==> config.mk <==
export PLATFORM = sky130hd
export DESIGN_NAME = itrc_top
export DESIGN_NICKNAME = d
export VERILOG_FILES = /design/src/rtl/itrc_pkg.sv /design/src/rtl/itrc_term_cond.sv /design/src/rtl/itrc_top.sv
export SDC_FILE = /design/constraint.sdc
export NUM_CORES = 1
export LEC_CHECK = 0
export BUFFER_PORTS_ARGS = -buffer_cell sky130_fd_sc_hd__clkbuf_2
export CORE_MARGIN = 5
export CORE_UTILIZATION = 45
export DETAILED_ROUTE_END_ITERATION = 10
export GPL_ROUTABILITY_DRIVEN = 0
export HOLD_SLACK_MARGIN = 0.05
export SYNTH_ARGS = -nofsm -noshare
export SYNTH_HDL_FRONTEND = slang
export SYNTH_HIERARCHICAL = 1
export SYNTH_SLANG_ARGS = --single-unit
==> constraint.sdc <==
create_clock -name clock_in -period 5.5 [get_ports clock_in]
set_clock_uncertainty 0.1 [all_clocks]
set_input_delay 1.65 -clock clock_in [delete_from_list [all_inputs] [get_ports clock_in]]
set_output_delay 1.65 -clock clock_in [all_outputs]
set_load 0.01 [all_outputs]
==> src/rtl/itrc_pkg.sv <==
// Purpose: shared constants for the input terminal run control block
// Assumes: 10 MHz clock, times held in 0.1 s and 1 ms units
// Notes:   function codes and scheme codes are the programmed values
package itrc_pkg;
  localparam int          ITRC_NUM_TERM      = 5;
  localparam int          ITRC_CLK_HZ        = 10_000_000;
  localparam int          ITRC_MS_TICK_NS    = 1_000_000;  // 1 ms tick period in ns
  localparam int          ITRC_CLK_NS        = 100;
  localparam int          ITRC_MS_CYCLES     = ITRC_MS_TICK_NS / ITRC_CLK_NS;
  localparam int          ITRC_MS_PER_TENTH  = 100;         // 0.1 s in ms
  localparam logic [13:0] ITRC_MS_CNT_MAX    = 14'(ITRC_MS_CYCLES - 1);
  localparam logic [6:0]  ITRC_TENTH_CNT_MAX = 7'(ITRC_MS_PER_TENTH - 1);
  // timing limits and reset values
  localparam logic [6:0]  ITRC_FILT_MIN_MS   = 7'h02;
  localparam logic [6:0]  ITRC_FILT_MAX_MS   = 7'h64;
  localparam logic [6:0]  ITRC_FILT_DEF_MS   = 7'h0A;
  localparam logic [13:0] ITRC_DELAY_MAX     = 14'h270F;   // 999.9 s in 0.1 s
  localparam logic [13:0] ITRC_DELAY_DEF     = 14'h0000;
  localparam logic [15:0] ITRC_STEP_DEF      = 16'h0001;   // 0.1 Hz in 0.1 Hz units
  localparam logic [15:0] ITRC_FREQ_RST      = 16'h0000;
  localparam logic [2:0]  ITRC_SCHEME_DEF    = 3'h4;
  // terminal function codes
  localparam logic [4:0]  ITRC_FN_UP         = 5'h09;
  localparam logic [4:0]  ITRC_FN_DOWN       = 5'h0A;
  localparam logic [4:0]  ITRC_FN_DCBRAKE    = 5'h15;
  localparam logic [4:0]  ITRC_FN_ESTOP      = 5'h16;
  localparam logic [4:0]  ITRC_FN_HAND_LVL   = 5'h17;
  localparam logic [4:0]  ITRC_FN_HAND_EDGE  = 5'h18;
  // command source values that hand control to the terminals
  localparam logic [1:0]  ITRC_SRC_TERM_A    = 2'h1;
  localparam logic [1:0]  ITRC_SRC_TERM_B    = 2'h2;
  // scheme base modes (low two bits), bit 2 is auto-run
  localparam logic [1:0]  ITRC_MODE_2W1      = 2'h0;
  localparam logic [1:0]  ITRC_MODE_2W2      = 2'h1;
  localparam logic [1:0]  ITRC_MODE_3W1      = 2'h2;
  localparam logic [1:0]  ITRC_MODE_3W2      = 2'h3;
  localparam int          ITRC_AUTORUN_BIT   = 2;
endpackage : itrc_pkg

==> src/rtl/itrc_term_cond.sv <==
// Purpose: one terminal: sync, debounce, on and off delays
// Assumes: ms_tick_in and tenth_tick_in are one-cycle enables
// Notes:   delays run on the debounced level
`timescale 1ns/1ps
module itrc_term_cond (
  input  wire logic        clock_in,        // 10 MHz clock
  input  wire logic        rst_in,          // async reset, high
  input  wire logic        pin_in,          // raw terminal level
  input  wire logic        ms_tick_in,      // 1 ms enable
  input  wire logic        tenth_tick_in,   // 0.1 s enable
  input  wire logic [6:0]  filt_ms_in,      // clamped filter time
  input  wire logic [13:0] on_delay_in,     // on delay, 0.1 s
  input  wire logic [13:0] off_delay_in,    // off delay, 0.1 s
  input  wire logic        interrupt_en_in, // delay may be cancelled
  output logic             level_out        // accepted level
);
  import itrc_pkg::*;

  logic        sync1_ff, sync2_ff;
  logic        stable_ff, nxt_stable;
  logic [6:0]  filt_cnt_ff, nxt_filt_cnt;
  logic        pend_ff, nxt_pend;
  logic [13:0] dly_cnt_ff, nxt_dly_cnt;
  logic        level_ff, nxt_level;

  // debounce: level held for the whole filter time before acceptance
  wire differs   = sync2_ff != stable_ff;
  wire filt_done = ms_tick_in && (filt_cnt_ff + 7'h01 >= filt_ms_in);
  assign nxt_filt_cnt = !differs ? 7'h00 : (ms_tick_in ? filt_cnt_ff + 7'h01 : filt_cnt_ff);
  assign nxt_stable   = (differs && filt_done) ? sync2_ff : stable_ff;

  // delay stage: applied to the debounced level
  wire [13:0] want_dly  = stable_ff ? on_delay_in : off_delay_in;
  wire        start     = !pend_ff && (stable_ff != level_ff);
  wire        cancel    = pend_ff && interrupt_en_in && (stable_ff == level_ff);
  wire        dly_done  = pend_ff && (dly_cnt_ff == 14'h0000);
  // without interruption a pending change completes even if the input fell back
  assign nxt_pend    = start ? (want_dly != 14'h0000) : (pend_ff && !cancel && !dly_done);
  assign nxt_dly_cnt = start ? want_dly :
                       (pend_ff && tenth_tick_in && dly_cnt_ff != 14'h0000) ? dly_cnt_ff - 14'h0001 : dly_cnt_ff;
  assign nxt_level   = (start && want_dly == 14'h0000) ? stable_ff :
                       (dly_done && !cancel) ? !level_ff : level_ff;
  assign level_out   = level_ff;

  // synchroniser, the first stage feeds only the second
  always_ff @(posedge clock_in or posedge rst_in) begin
    if (rst_in) begin
      sync1_ff <= 1'b0;
      sync2_ff <= 1'b0;
    end else begin
      sync1_ff <= pin_in;
      sync2_ff <= sync1_ff;
    end
  end

  // filter and delay state
  always_ff @(posedge clock_in or posedge rst_in) begin
    if (rst_in) begin
      stable_ff   <= 1'b0;
      filt_cnt_ff <= 7'h00;
      pend_ff     <= 1'b0;
      dly_cnt_ff  <= ITRC_DELAY_DEF;
      level_ff    <= 1'b0;
    end else begin
      stable_ff   <= nxt_stable;
      filt_cnt_ff <= nxt_filt_cnt;
      pend_ff     <= nxt_pend;
      dly_cnt_ff  <= nxt_dly_cnt;
      level_ff    <= nxt_level;
    end
  end
endmodule : itrc_term_cond

==> src/rtl/itrc_top.sv <==
// Purpose: terminal conditioning and run, stop, direction decode
// Assumes: settings are static ports from the drive controller
// Notes:   terminal one and two carry the run scheme, three is reverse in modes 2 and 3
//          function codes are read per terminal, so one pin can be a run
//          wire and carry an input function at the same time
//          the power-on window spans the filter time plus one ms tick past reset, so a level
//          held through reset counts as present at power-on
//          on and off delays are not waited for by that window
//          the divider free-runs from reset: filter times carry 0 to 1 ms
//          of jitter and delays 0 to 0.1 s
`timescale 1ns/1ps
module itrc_top (
  input  wire logic        clock_in,                  // 10 MHz clock
  input  wire logic        rst_in,                    // async reset, high
  input  wire logic        input_terminal_one_in,     // terminal pin 1
  input  wire logic        input_terminal_two_in,     // terminal pin 2
  input  wire logic        input_terminal_three_in,   // terminal pin 3
  input  wire logic        input_terminal_four_in,    // terminal pin 4
  input  wire logic        input_terminal_five_in,    // terminal pin 5
  input  wire logic [24:0] term_function_in,          // 5 bits per terminal
  input  wire logic [69:0] on_delay_in,               // 14 bits per terminal
  input  wire logic [69:0] off_delay_in,              // 14 bits per terminal
  input  wire logic        delay_interrupt_enable_in, // 1 lets delays be cancelled
  input  wire logic [1:0]  command_source_select_in,  // 1 or 2 = terminals
  input  wire logic [2:0]  terminal_scheme_select_in, // scheme 0..7
  input  wire logic [6:0]  input_filter_time_in,      // debounce, ms
  input  wire logic [15:0] frequency_step_size_in,    // 0.1 Hz units
  input  wire logic [15:0] upper_frequency_limit_in,  // 0.1 Hz units
  input  wire logic [1:0]  stop_mode_select_in,       // normal stop mode
  output logic             run_out,                   // motor run command
  output logic             reverse_out,               // 1 = reverse
  output logic             dc_brake_stop_out,         // brake-assisted stop
  output logic [1:0]       stop_mode_out,             // stop mode to apply
  output logic             emergency_stop_out,        // emergency stop
  output logic             hand_mode_out,             // hand operation
  output logic [15:0]      set_frequency_out,         // set frequency
  output logic [4:0]       term_level_out             // accepted levels
);
  import itrc_pkg::*;

  // function code of terminal i; five bits per terminal, terminal one
  // in the lowest bits
  function automatic logic [4:0] fn_of(input logic [24:0] fv, input int i);
    fn_of = fv[i*5 +: 5];
  endfunction : fn_of

  // true when any active terminal carries the given function
  // several terminals may carry one function; any of them acts, so a
  // second emergency stop contact needs no extra logic
  function automatic logic fn_active(input logic [24:0] fv, input logic [4:0] lv, input logic [4:0] code);
    logic hit;
    hit = 1'b0;
    for (int i = 0; i < ITRC_NUM_TERM; i++) begin
      if (lv[i] && fn_of(fv, i) == code) begin
        hit = 1'b1;
      end
    end
    fn_active = hit;
  endfunction : fn_active

  // divider, edge history, run decode and output state
  // the nxt_ values are the combinational next state of the register that each one is named for
  logic [13:0] ms_cnt_ff, nxt_ms_cnt;
  logic [6:0]  tenth_cnt_ff, nxt_tenth_cnt;
  logic        ms_tick_ff, tenth_tick_ff;
  logic [4:0]  lvl;
  logic [4:0]  lvl_d_ff;
  logic        run_ff, nxt_run;
  logic        rev_ff, nxt_rev;
  logic        hand_edge_ff, nxt_hand_edge;
  logic        power_on_ff;
  logic [6:0]  pwr_ms_ff;     // ms ticks seen in the power-on window
  logic [15:0] freq_ff, nxt_freq;
  logic        estop_ff, dcb_ff, hand_ff;
  logic [1:0]  stop_mode_ff;

  // raw pins in terminal order; each conditioner synchronises its own pin,
  // so nothing in this module reads them before the two flip-flops
  wire [4:0] pins = {input_terminal_five_in, input_terminal_four_in, input_terminal_three_in,
                     input_terminal_two_in, input_terminal_one_in};

  // filter time held inside its legal span
  // a bad setting is pulled to the nearest legal value rather than refused,
  // so the filter can never be switched off by mistake
  wire [6:0] filt_ms = (input_filter_time_in < ITRC_FILT_MIN_MS) ? ITRC_FILT_MIN_MS :
                       (input_filter_time_in > ITRC_FILT_MAX_MS) ? ITRC_FILT_MAX_MS :
                       input_filter_time_in;

  // time base: 1 ms then 0.1 s enables from one divider chain
  // both enables are registered, so all conditioners see a tick in the same
  // cycle and terminals pressed together are accepted together
  // the divider is never restarted after reset
  assign nxt_ms_cnt    = (ms_cnt_ff == ITRC_MS_CNT_MAX) ? 14'h0000 : ms_cnt_ff + 14'h0001;
  wire   ms_wrap       = ms_cnt_ff == ITRC_MS_CNT_MAX;
  wire   tenth_wrap    = ms_wrap && (tenth_cnt_ff == ITRC_TENTH_CNT_MAX);
  assign nxt_tenth_cnt = !ms_wrap ? tenth_cnt_ff : (tenth_wrap ? 7'h00 : tenth_cnt_ff + 7'h01);

  always_ff @(posedge clock_in or posedge rst_in) begin
    if (rst_in) begin
      ms_cnt_ff     <= 14'h0000;
      tenth_cnt_ff  <= 7'h00;
      ms_tick_ff    <= 1'b0;
      tenth_tick_ff <= 1'b0;
    end else begin
      ms_cnt_ff     <= nxt_ms_cnt;
      tenth_cnt_ff  <= nxt_tenth_cnt;
      ms_tick_ff    <= ms_wrap;
      tenth_tick_ff <= tenth_wrap;
    end
  end

  // one conditioner per terminal
  // delays are clamped to 999.9 s so an out-of-range setting cannot
  // stretch a terminal beyond its span; the filter time is shared
  for (genvar g = 0; g < ITRC_NUM_TERM; g++) begin : g_term
    itrc_term_cond u_cond (
      .clock_in        (clock_in),
      .rst_in          (rst_in),
      .pin_in          (pins[g]),
      .ms_tick_in      (ms_tick_ff),
      .tenth_tick_in   (tenth_tick_ff),
      .filt_ms_in      (filt_ms),
      .on_delay_in     ((on_delay_in[g*14 +: 14] > ITRC_DELAY_MAX) ? ITRC_DELAY_MAX : on_delay_in[g*14 +: 14]),
      .off_delay_in    ((off_delay_in[g*14 +: 14] > ITRC_DELAY_MAX) ? ITRC_DELAY_MAX : off_delay_in[g*14 +: 14]),
      .interrupt_en_in (delay_interrupt_enable_in),
      .level_out       (lvl[g])
    );
  end

  // input functions decoded from accepted levels
  // codes are read live, so changing a code while its terminal is closed
  // acts at once; edges come only from accepted levels, never from pins
  wire dcb_req      = fn_active(term_function_in, lvl, ITRC_FN_DCBRAKE);
  wire estop_req    = fn_active(term_function_in, lvl, ITRC_FN_ESTOP);
  wire hand_lvl     = fn_active(term_function_in, lvl, ITRC_FN_HAND_LVL);
  wire hand_e_now   = fn_active(term_function_in, lvl, ITRC_FN_HAND_EDGE);
  wire hand_e_prev  = fn_active(term_function_in, lvl_d_ff, ITRC_FN_HAND_EDGE);
  wire up_rise      = fn_active(term_function_in, lvl & ~lvl_d_ff, ITRC_FN_UP);
  wire down_rise    = fn_active(term_function_in, lvl & ~lvl_d_ff, ITRC_FN_DOWN);

  // edge-triggered hand toggles on each rising edge
  // the toggle keeps hand mode between presses; a held level cannot toggle
  // again because the edge is taken against the delayed level
  assign nxt_hand_edge = (hand_e_now && !hand_e_prev) ? !hand_edge_ff : hand_edge_ff;

  // frequency stepping, limited to zero and the upper limit
  // up and down edges in one cycle cancel; a step larger than the limit
  // is cut to it, and a step that would pass the limit parks on it
  wire [16:0] f_up   = {1'b0, freq_ff} + {1'b0, frequency_step_size_in};
  wire        step_ok = frequency_step_size_in <= upper_frequency_limit_in;
  wire [15:0] step   = step_ok ? frequency_step_size_in : upper_frequency_limit_in;
  assign nxt_freq = (up_rise && !down_rise) ?
                      ((f_up > {1'b0, upper_frequency_limit_in}) ? upper_frequency_limit_in : freq_ff + step) :
                    (down_rise && !up_rise) ?
                      ((freq_ff < step) ? 16'h0000 : freq_ff - step) : freq_ff;

  // scheme decode; terminals one, two and three carry the run wiring
  // bit 2 only chooses auto-run, so modes 4 to 7 share the decode of
  // modes 0 to 3; a source other than the terminals forces run low, but direction still follows the scheme
  wire       term_src  = (command_source_select_in == ITRC_SRC_TERM_A) ||
                         (command_source_select_in == ITRC_SRC_TERM_B);
  wire [1:0] base_mode = terminal_scheme_select_in[1:0];
  wire       auto_run  = terminal_scheme_select_in[ITRC_AUTORUN_BIT];
  wire       t1 = lvl[0];
  wire       t2 = lvl[1];
  wire       t3 = lvl[2];
  // inside the power-on window no accepted edge may start the motor; only
  // the auto-run path can, so stop-at-power-on modes stay stopped there
  wire       t1_rise = lvl[0] && !lvl_d_ff[0] && !power_on_ff;
  wire       lvl_moved = (lvl != lvl_d_ff) && !power_on_ff;
  wire       t3_rise = lvl[2] && !lvl_d_ff[2];
  // level schemes also use the start condition held at power-on
  // in the three-wire modes it is run and halt together, so an open
  // halt contact blocks auto-run
  wire       start_cond = (base_mode == ITRC_MODE_2W1) ? (t1 ^ t2) :
                          (base_mode == ITRC_MODE_2W2) ? t1 : t1 && t2;
  wire       pwr_start  = power_on_ff && auto_run && start_cond;
  wire       hard_stop  = estop_req || dcb_req;

  // run and direction decode
  // mode 0: one terminal each for forward and reverse; both or none stops
  // mode 1: terminal one enables, terminal two picks reverse
  // mode 2: terminal one is the run button, terminal two the normally
  //         closed halt button, terminal three a direction switch
  // mode 3: as mode 2, but terminal three is a button that flips direction
  // a missing terminal source or a stop input then forces run low; stop
  // inputs are levels, so run cannot creep back while they stand
  always_comb begin
    nxt_run = run_ff;
    nxt_rev = rev_ff;
    case (base_mode)
      ITRC_MODE_2W1: begin
        // level scheme; after power-on only a fresh edge restarts unless auto-run
        nxt_run = (t1 ^ t2) && (run_ff || pwr_start || lvl_moved);
        nxt_rev = t2 && !t1 ? 1'b1 : (t1 && !t2 ? 1'b0 : rev_ff);
      end
      ITRC_MODE_2W2: begin
        nxt_run = t1 && (run_ff || pwr_start || t1_rise);
        nxt_rev = t2;
      end
      ITRC_MODE_3W1: begin
        // halt_button is normally closed: low level stops
        nxt_run = t2 && (run_ff || t1_rise || pwr_start);
        nxt_rev = t3;
      end
      ITRC_MODE_3W2: begin
        nxt_run = t2 && (run_ff || t1_rise || pwr_start);
        nxt_rev = t3_rise ? !rev_ff : rev_ff;
      end
      default: begin
        nxt_run = 1'b0;
        nxt_rev = rev_ff;
      end
    endcase
    if (!term_src || hard_stop) begin
      nxt_run = 1'b0;
    end
  end

  // run state and edge history; lvl_d_ff resets to the idle level of the
  // pins, so no false edge follows reset
  always_ff @(posedge clock_in or posedge rst_in) begin
    if (rst_in) begin
      lvl_d_ff     <= 5'h00;
      run_ff       <= 1'b0;
      rev_ff       <= 1'b0;
      hand_edge_ff <= 1'b0;
      freq_ff      <= ITRC_FREQ_RST;
    end else begin
      lvl_d_ff     <= lvl;
      run_ff       <= nxt_run;
      rev_ff       <= nxt_rev;
      hand_edge_ff <= nxt_hand_edge;
      freq_ff      <= nxt_freq;
    end
  end

  // power-on window: open from reset until one ms tick past the filter time
  // a terminal held through reset is accepted on the filter-th tick, so the
  // window still stands when its level first shows and auto-run can act
  // the count stops with the window, so it cannot wrap on a long run
  always_ff @(posedge clock_in or posedge rst_in) begin
    if (rst_in) begin
      pwr_ms_ff   <= 7'h00;
      power_on_ff <= 1'b1;
    end else if (ms_tick_ff && power_on_ff) begin
      pwr_ms_ff   <= pwr_ms_ff + 7'h01;
      power_on_ff <= pwr_ms_ff < filt_ms;
    end
  end

  // registered stop outputs
  // estop masks the brake flag so the two stop outputs never stand together;
  // the selected stop mode is passed on unchanged; the brake flag does not alter it
  always_ff @(posedge clock_in or posedge rst_in) begin
    if (rst_in) begin
      estop_ff     <= 1'b0;
      dcb_ff       <= 1'b0;
      hand_ff      <= 1'b0;
      stop_mode_ff <= 2'h0;
    end else begin
      estop_ff     <= estop_req;
      dcb_ff       <= dcb_req && !estop_req;
      hand_ff      <= hand_lvl || hand_edge_ff;
      stop_mode_ff <= stop_mode_select_in;       // passed on whatever the brake flag
    end
  end

  // every output comes straight from a flip-flop; term_level_out shows
  // the levels the conditioners accepted, after filter and delays
  // so the run decode and the outside world see the same levels
  assign run_out            = run_ff;
  assign reverse_out        = rev_ff;
  assign emergency_stop_out = estop_ff;
  assign dc_brake_stop_out  = dcb_ff;
  assign stop_mode_out      = stop_mode_ff;
  assign hand_mode_out      = hand_ff;
  assign set_frequency_out  = freq_ff;
  assign term_level_out     = lvl;
endmodule : itrc_top

# After elaboration in Yosys (flattened, before gate mapping)
# Cells that the tools add are included.
# W data, S select, Z words.
dict set report word_totals {
  register_bits 190
  latch_bits 0
  mem_bits_rw 0
  rom_bits 0
  in_bits 219
  out_inout_bits 28
  elab_cells 438
  n_memories 0
}
dict set report classes {
  add_sub_neg 16
  multipliers 0
  n_div 0
  magnitude_cmp 21
  n_eq_ne 60
  shifts 0
  mux 102
  bitwise 3
  n_reduce_logical 186
}
# cell n
set op_table {}
lappend op_table {{$mux W14} 26}
lappend op_table {{$gt A14 B14 Y1 const B} 10}
lappend op_table {{$logic_not A14 Y1} 10}
lappend op_table {{$reduce_bool A14 Y1} 10}
lappend op_table {{$logic_and A1 B1 Y1} 113}
lappend op_table {{$eq A5 B5 Y1 const B} 20}
lappend op_table {{$mux W7} 13}
lappend op_table {{$mux W16} 5}
lappend op_table {{$sub A14 B1 Y14 const B} 5}
lappend op_table {{$mux W1} 56}
lappend op_table {{$eq A5 B4 Y1 const B} 10}
lappend op_table {{$add A7 B1 Y7 const B} 7}
lappend op_table {{$ge A7 B7 Y1} 5}
lappend op_table {{$logic_not A1 Y1} 30}
lappend op_table {{$reduce_bool A2 Y1} 11}
lappend op_table {{$add A16 B16 Y17} 1}
lappend op_table {{$gt A17 B16 Y1} 1}
lappend op_table {{$add A16 B16 Y16} 1}
lappend op_table {{$le A16 B16 Y1} 1}
lappend op_table {{$lt A16 B16 Y1} 1}
lappend op_table {{$sub A16 B16 Y16} 1}
lappend op_table {{$add A14 B1 Y14 const B} 1}
lappend op_table {{$eq A14 B14 Y1 const B} 1}
lappend op_table {{$ne A2 B2 Y1 const B} 6}
lappend op_table {{other kinds (19)} 43}

# Longest topological paths before layout
dict set report depth {
  ltp_word 12
  mapped_depth 22
}

# Modules after synthesis
# The synthesis kept the hierarchy.
# module instances cells_per_inst area_each_um2
set modules_own_cells {}
lappend modules_own_cells {itrc_top 1 1034 8134.1}
lappend modules_own_cells {{itrc_term_cond at g_term[0].u_cond ...} 4 213 1949.4}
lappend modules_own_cells {{itrc_term_cond at g_term[4].u_cond} 1 204 1900.6}

# Least setup slack after synthesis
# OpenSTA, ideal clock, no wires.
dict set report synth_timing {
  kind {input -> register}
  startpoint {input port upper_frequency_limit_in[1]}
  endpoint {register freq_ff[15] (netlist: set_frequency_out[15])}
  setup_ns 0.087
  arrival_ns 5.750
  required_time_ns 5.313
  path_slack_ns -0.437
  cell_stages 21
  path_buffers 1
  path_cell_list {inv_1 ha_1 nor2b_1 o21a_1 o21a_1 o21a_1 o21a_1 o2111a_1 clkbuf_1 o211ai_1 nand3_1 ha_1 fa_1 or2_4 a221oi_2 o41a_1 a311oi_2 a21oi_2 a41oi_4 or2_2 o211ai_1}
}
dict set report synth_via {
  elab_chain_cells 6
}
# item line
set synth_lines {}
lappend synth_lines {{start: declaration} itrc_top.sv:28} ;# input wire logic [15:0] upper_frequency_limit_in,
lappend synth_lines {{$le A16 B16 Y1} itrc_top.sv:150} ;# wire step_ok = frequency_step_size_in <= upper_frequency_limit_in;
lappend synth_lines {{$mux W16} itrc_top.sv:151} ;# wire [15:0] step = step_ok ? frequency_step_size_in : upper_frequency_limit_in;
lappend synth_lines {{$sub A16 B16 Y16 or $lt A16 B16 Y1 (tied branches)} itrc_top.sv:155} ;# ((freq_ff < step) ? 16'h0000 : freq_ff - step) : freq_ff;
lappend synth_lines {{$mux W16} itrc_top.sv:155}
lappend synth_lines {{$mux W16} itrc_top.sv:154} ;# (down_rise && !up_rise) ?
lappend synth_lines {{$mux W16 (*)} itrc_top.sv:152} ;# assign nxt_freq = (up_rise && !down_rise) ?
lappend synth_lines {{end signal: assignment} itrc_top.sv:234} ;# freq_ff <= nxt_freq;
lappend synth_lines {{end: declaration} itrc_top.sv:73} ;# logic [15:0] freq_ff, nxt_freq;
# Every way passes the cells marked *; elsewhere a longest branch is shown, timed or not. The select of a mux whose other input is x is not followed.
# A chain may end at the register's enable or synchronous reset.

# Worst setup path in the final report
dict set report layout_timing {
  startpoint {input port upper_frequency_limit_in[1]}
  endpoint {register freq_ff[14] (netlist: set_frequency_out[14])}
}
# The elaborated chain is that of the path after synthesis.

==> flow_summary.json <==
{
  "die-height_um": 209,
  "worstSetupPathType": "input port to flop",
  "whs_ns": 0.252,
  "drv_cap": 0,
  "grt_pass1_vias": 16800,
  "fp.coreArea_um2": 39500,
  "clockBufferDepth": 2,
  "grt_max_degree": 45,
  "critPathRequiredTime_ns": 5.73,
  "cts_sinks": 190,
  "setup_viol": 0,
  "yosysSeqAreaShare_pct": 26.7,
  "slowest_stage": "fa_2",
  "die_width_um": 209,
  "period_needed_ns": 5.47,
  "status": "finished, final reports clean",
  "grt_overflow": 0,
  "cp_top_family": "compound AO/OA/AOI/OAI gates",
  "avgViaCountPerCell": 5.66,
  "synth_top_flop_cell": "dfrtp_1",
  "synthSimpleGateAreaFrac_pct": 29.6,
  "combPwrFrac_pct": 46.8,
  "powerDensity_nw_per_um2": 311,
  "max_freq_mhz": 183,
  "synth_warnings": 6,
  "endpoint_kind": "flop",
  "cts_tree": "built",
  "crit_path_frequent_cell": "o21a_1",
  "dp_hpwl_um": 41100,
  "synth_area_leader_cell": "dfrtp_1",
  "power_frac_clock_pct": 19.7,
  "synth_compound_area_share_pct": 16.8,
  "die_area_um2": 43700,
  "yosysUniqueCellTypes": 91,
  "syn_inst": 2090,
  "synthesis.nets": 2457,
  "swShare_pct": 40.6,
  "p_int_w": 0.00398,
  "syn_area_um2": 17800,
  "vias": 16800,
  "synth_mux_area_share_pct": 5.62,
  "yosysTopAreaCellShare_pct": 26.5,
  "drive_above_1_share_pct": 23.7,
  "wl_per_cell_um": 17.4,
  "fin_ws_ns": 0.0276,
  "ys_ff_latch": 190,
  "diodes": 0,
  "routed_wl_um": 51700,
  "clk_latency_ns": 0.46,
  "synth_adder_area_share_pct": 10.5,
  "drt_iter0_drc": 855,
  "async_reset_ff_share_pct": 100,
  "hp-class": "flop to flop",
  "nNetsFinal": 2802,
  "synth_top_family_by_area": "simple AND/OR/NAND/NOR gates",
  "sequentialPowerShare_pct": 33.5,
  "synth-edff-count": 0,
  "pre_cts_slack_ns": -0.605,
  "pin_count": 247,
  "peakVddDrop_mv": 0.214,
  "cp_cell_sequence": "buf_8 > inv_8 > ha_4 > nor2b_4 > o21a_1 > o21a_1 > o21a_1 > o21a_1 > o2111a_2 > o211ai_1 > nand3_1 > buf_4 > ha_2 > fa_2 > a211o_1 > a21boi_2 > o211ai_1 > a31o_2 > a21oi_2 > xor2_1 > mux2i_1 > a221o_1",
  "slew_viol_final": 0,
  "cp_max_fo": 3,
  "worst_slew_pin_slew_ns": 1.12,
  "post-route-drc-count": 0,
  "cts.htree.levels": 4,
  "io_buffers": 246,
  "area_growth_pct": 20.9,
  "p_leak_nw": 10.1,
  "antenna_left": 0,
  "ctsHoldBuffers": 0,
  "numCtsBuffers": 17,
  "slew_headroom_pct": 24.4,
  "min_period_over_period_pct": 99.5,
  "startpoint_type": "input port",
  "fin_util_pct": 54.6,
  "synthXorXnorAreaFrac_pct": 6.14,
  "path_clk_slew_ns": 0.07,
  "fp-row-count": 73,
  "grt_pass1_wl_um": 84000,
  "p_sw_w": 0.00272,
  "critPathBufInv": 3,
  "firstDrtPassIters": 5,
  "clockRootBuffer": "clkbuf_16",
  "hold_viol_final": 0,
  "syn_avg_cell_area_um2": 8.53,
  "slowest_delay_ns": 0.34,
  "synth_area_leaders": "dfrtp_1 (27%), ha_1 (10%), nor2_1 (3.9%)",
  "grt_use_total_pct": 22.9,
  "antenna_found_initial": 0,
  "tns_ns": 0,
  "start_util_pct": 45.2,
  "worstPathArrival_ns": 5.70,
  "rsz0062_at_grt": "true"
}
power by group through the flow:
stage	sequential [W]	clock (W)	combinational (W)
floorplan	0.00214	0	0.00207
global placement	0.00224	0	0.00289
detailed placement	0.00226	0	0.00296
CTS	0.00223	0.00137	0.00299
global route	0.00230	0.00142	0.00346
finish	0.00224	0.00132	0.00313
worst register-to-register path, cell delays in order (launching register included):
cell and delay, ns:
dfrtp_1 0.62, inv_1 0.23, fa_2 0.42, nor2b_2 0.20, o31ai_4 0.09, a22oi_2 0.17, a211oi_1 0.10, o21bai_1 0.21
a21o_1 0.14, a21oi_1 0.07, xnor2_1 0.14, ha_1 0.30, nand2_1 0.11, nor4_4 0.17, buf_4 0.15, o31ai_1 0.06
a31oi_1 0.32, a211oi_4 0.07, buf_12 0.15, clkbuf_16 0.17, mux2i_1 0.17, o22ai_1 0.09, mux2_4 0.28
synthesized netlist by cell type, types with 54 or more instances:
master / instances
mux2i_1: 60
nand3_1: 74
xor2_1: 69
nor2_1: 183
ha_1: 145
nand2b_1: 93
nand2_1: 158
xnor2_1: 56
inv_1: 108
dfrtp_1: 189
clkbuf_1: 54
nor4_1: 56
sequential cells by signal (all words and copies together) (netlist names), 2 cells and up:
register                   cells
set_frequency_out             16
g_term.u_cond/filt_cnt_ff     35
stop_mode_out                  2
lvl_d_ff                       5
g_term.u_cond/level_out        5
pwr_ms_ff                      7
g_term.u_cond/sync1_ff         5
g_term.u_cond/sync2_ff         5
g_term.u_cond/stable_ff        5
tenth_cnt_ff                   7
g_term.u_cond/dly_cnt_ff      70
ms_cnt_ff                     14
g_term.u_cond/pend_ff          5
logic make-up (layout without fill, tap and decap cells):
family / after synthesis / count (layout)
and+or+nand+nor: 925 / 925
AOI/OAI and AO/OA: 411 / 411
buffers and inverters: 197 / 555
DFF: 190 / 190
adders and majority gates: 148 / 148
xor gates and xnor gates: 125 / 125
muxes: 94 / 94
cell type report:
class	instances	area, um^2
Fill cell	3687	17900
Clock inverter	12	160
Sequential cell	190	4760
Multi-Input combinational cell	1703	12500
Tap cell	525	657
Inverter	108	413
Timing Repair Buffer	415	2600
Clock buffer	20	457
repair_timing:
item,4_1_cts,5_1_grt
resized for setup,12,41
buffers inserted,0,4
pin swaps,7,25
gates cloned,0,2
setup endpoints to repair,11,16
final timing paths:
kind / startpoint / end / slack [ns] / depth (start not counted)
max reg2reg: set_frequency_out[1] / set_frequency_out[5] / 0.86 / 22
max in group asynchronous: rst_in / set_frequency_out[14] / 3.11 / 3
min: g_term[2].u_cond/sync1_ff / g_term[2].u_cond/sync2_ff / 0.25 / 0
min reg2reg: g_term[2].u_cond/sync1_ff / g_term[2].u_cond/sync2_ff / 0.25 / 0
max: upper_frequency_limit_in[1] / set_frequency_out[14] / 0.03 / 22
min in group asynchronous: rst_in / pwr_ms_ff[1] / 1.25 / 2
metrics by stage:
stage	std cells	instance area (um^2)	total power, W
3_5_place_dp	2935	20600	0.00522
2_1_floorplan	2090	17900	0.00422
3_3_place_gp	2935	20600	0.00513
6_report	2973	21600	0.00670
5_1_grt	2973	21600	0.00718
4_1_cts	2967	21300	0.00659
routing by layer:
metal,vias to the layer above,global-route usage (%),part of all wire (%)
met5,-,0,0
met4,0,5.85,1.7
met3,61,2.84,3.9
met2,379,39.0,48
met1,8031,30.8,47
li1,8359,-,-
cells in the final DEF (no fill, tap or decap), types with 21 or more instances in the layout:
| cell | count |
|---|---|
| clkbuf_2 | 244 |
| dfrtp_1 | 189 |
| nor2_1 | 182 |
| buf_4 | 161 |
| nand2_1 | 157 |
| ha_1 | 137 |
| inv_1 | 106 |
| nand2b_1 | 93 |
| nand3_1 | 73 |
| xor2_1 | 69 |
| mux2i_1 | 58 |
| xnor2_1 | 56 |
| nor4_1 | 54 |
| nor3_1 | 51 |
| and2_1 | 51 |
| nor2b_1 | 48 |
| nand4_1 | 45 |
| and3_1 | 44 |
| a21oi_1 | 42 |
| a22oi_1 | 41 |
| o211ai_1 | 38 |
| o21ai_0 | 35 |
| o21a_1 | 24 |
| mux2_2 | 24 |
| a21o_1 | 22 |
| o31ai_1 | 21 |
(Power assumes the default switching activity.)
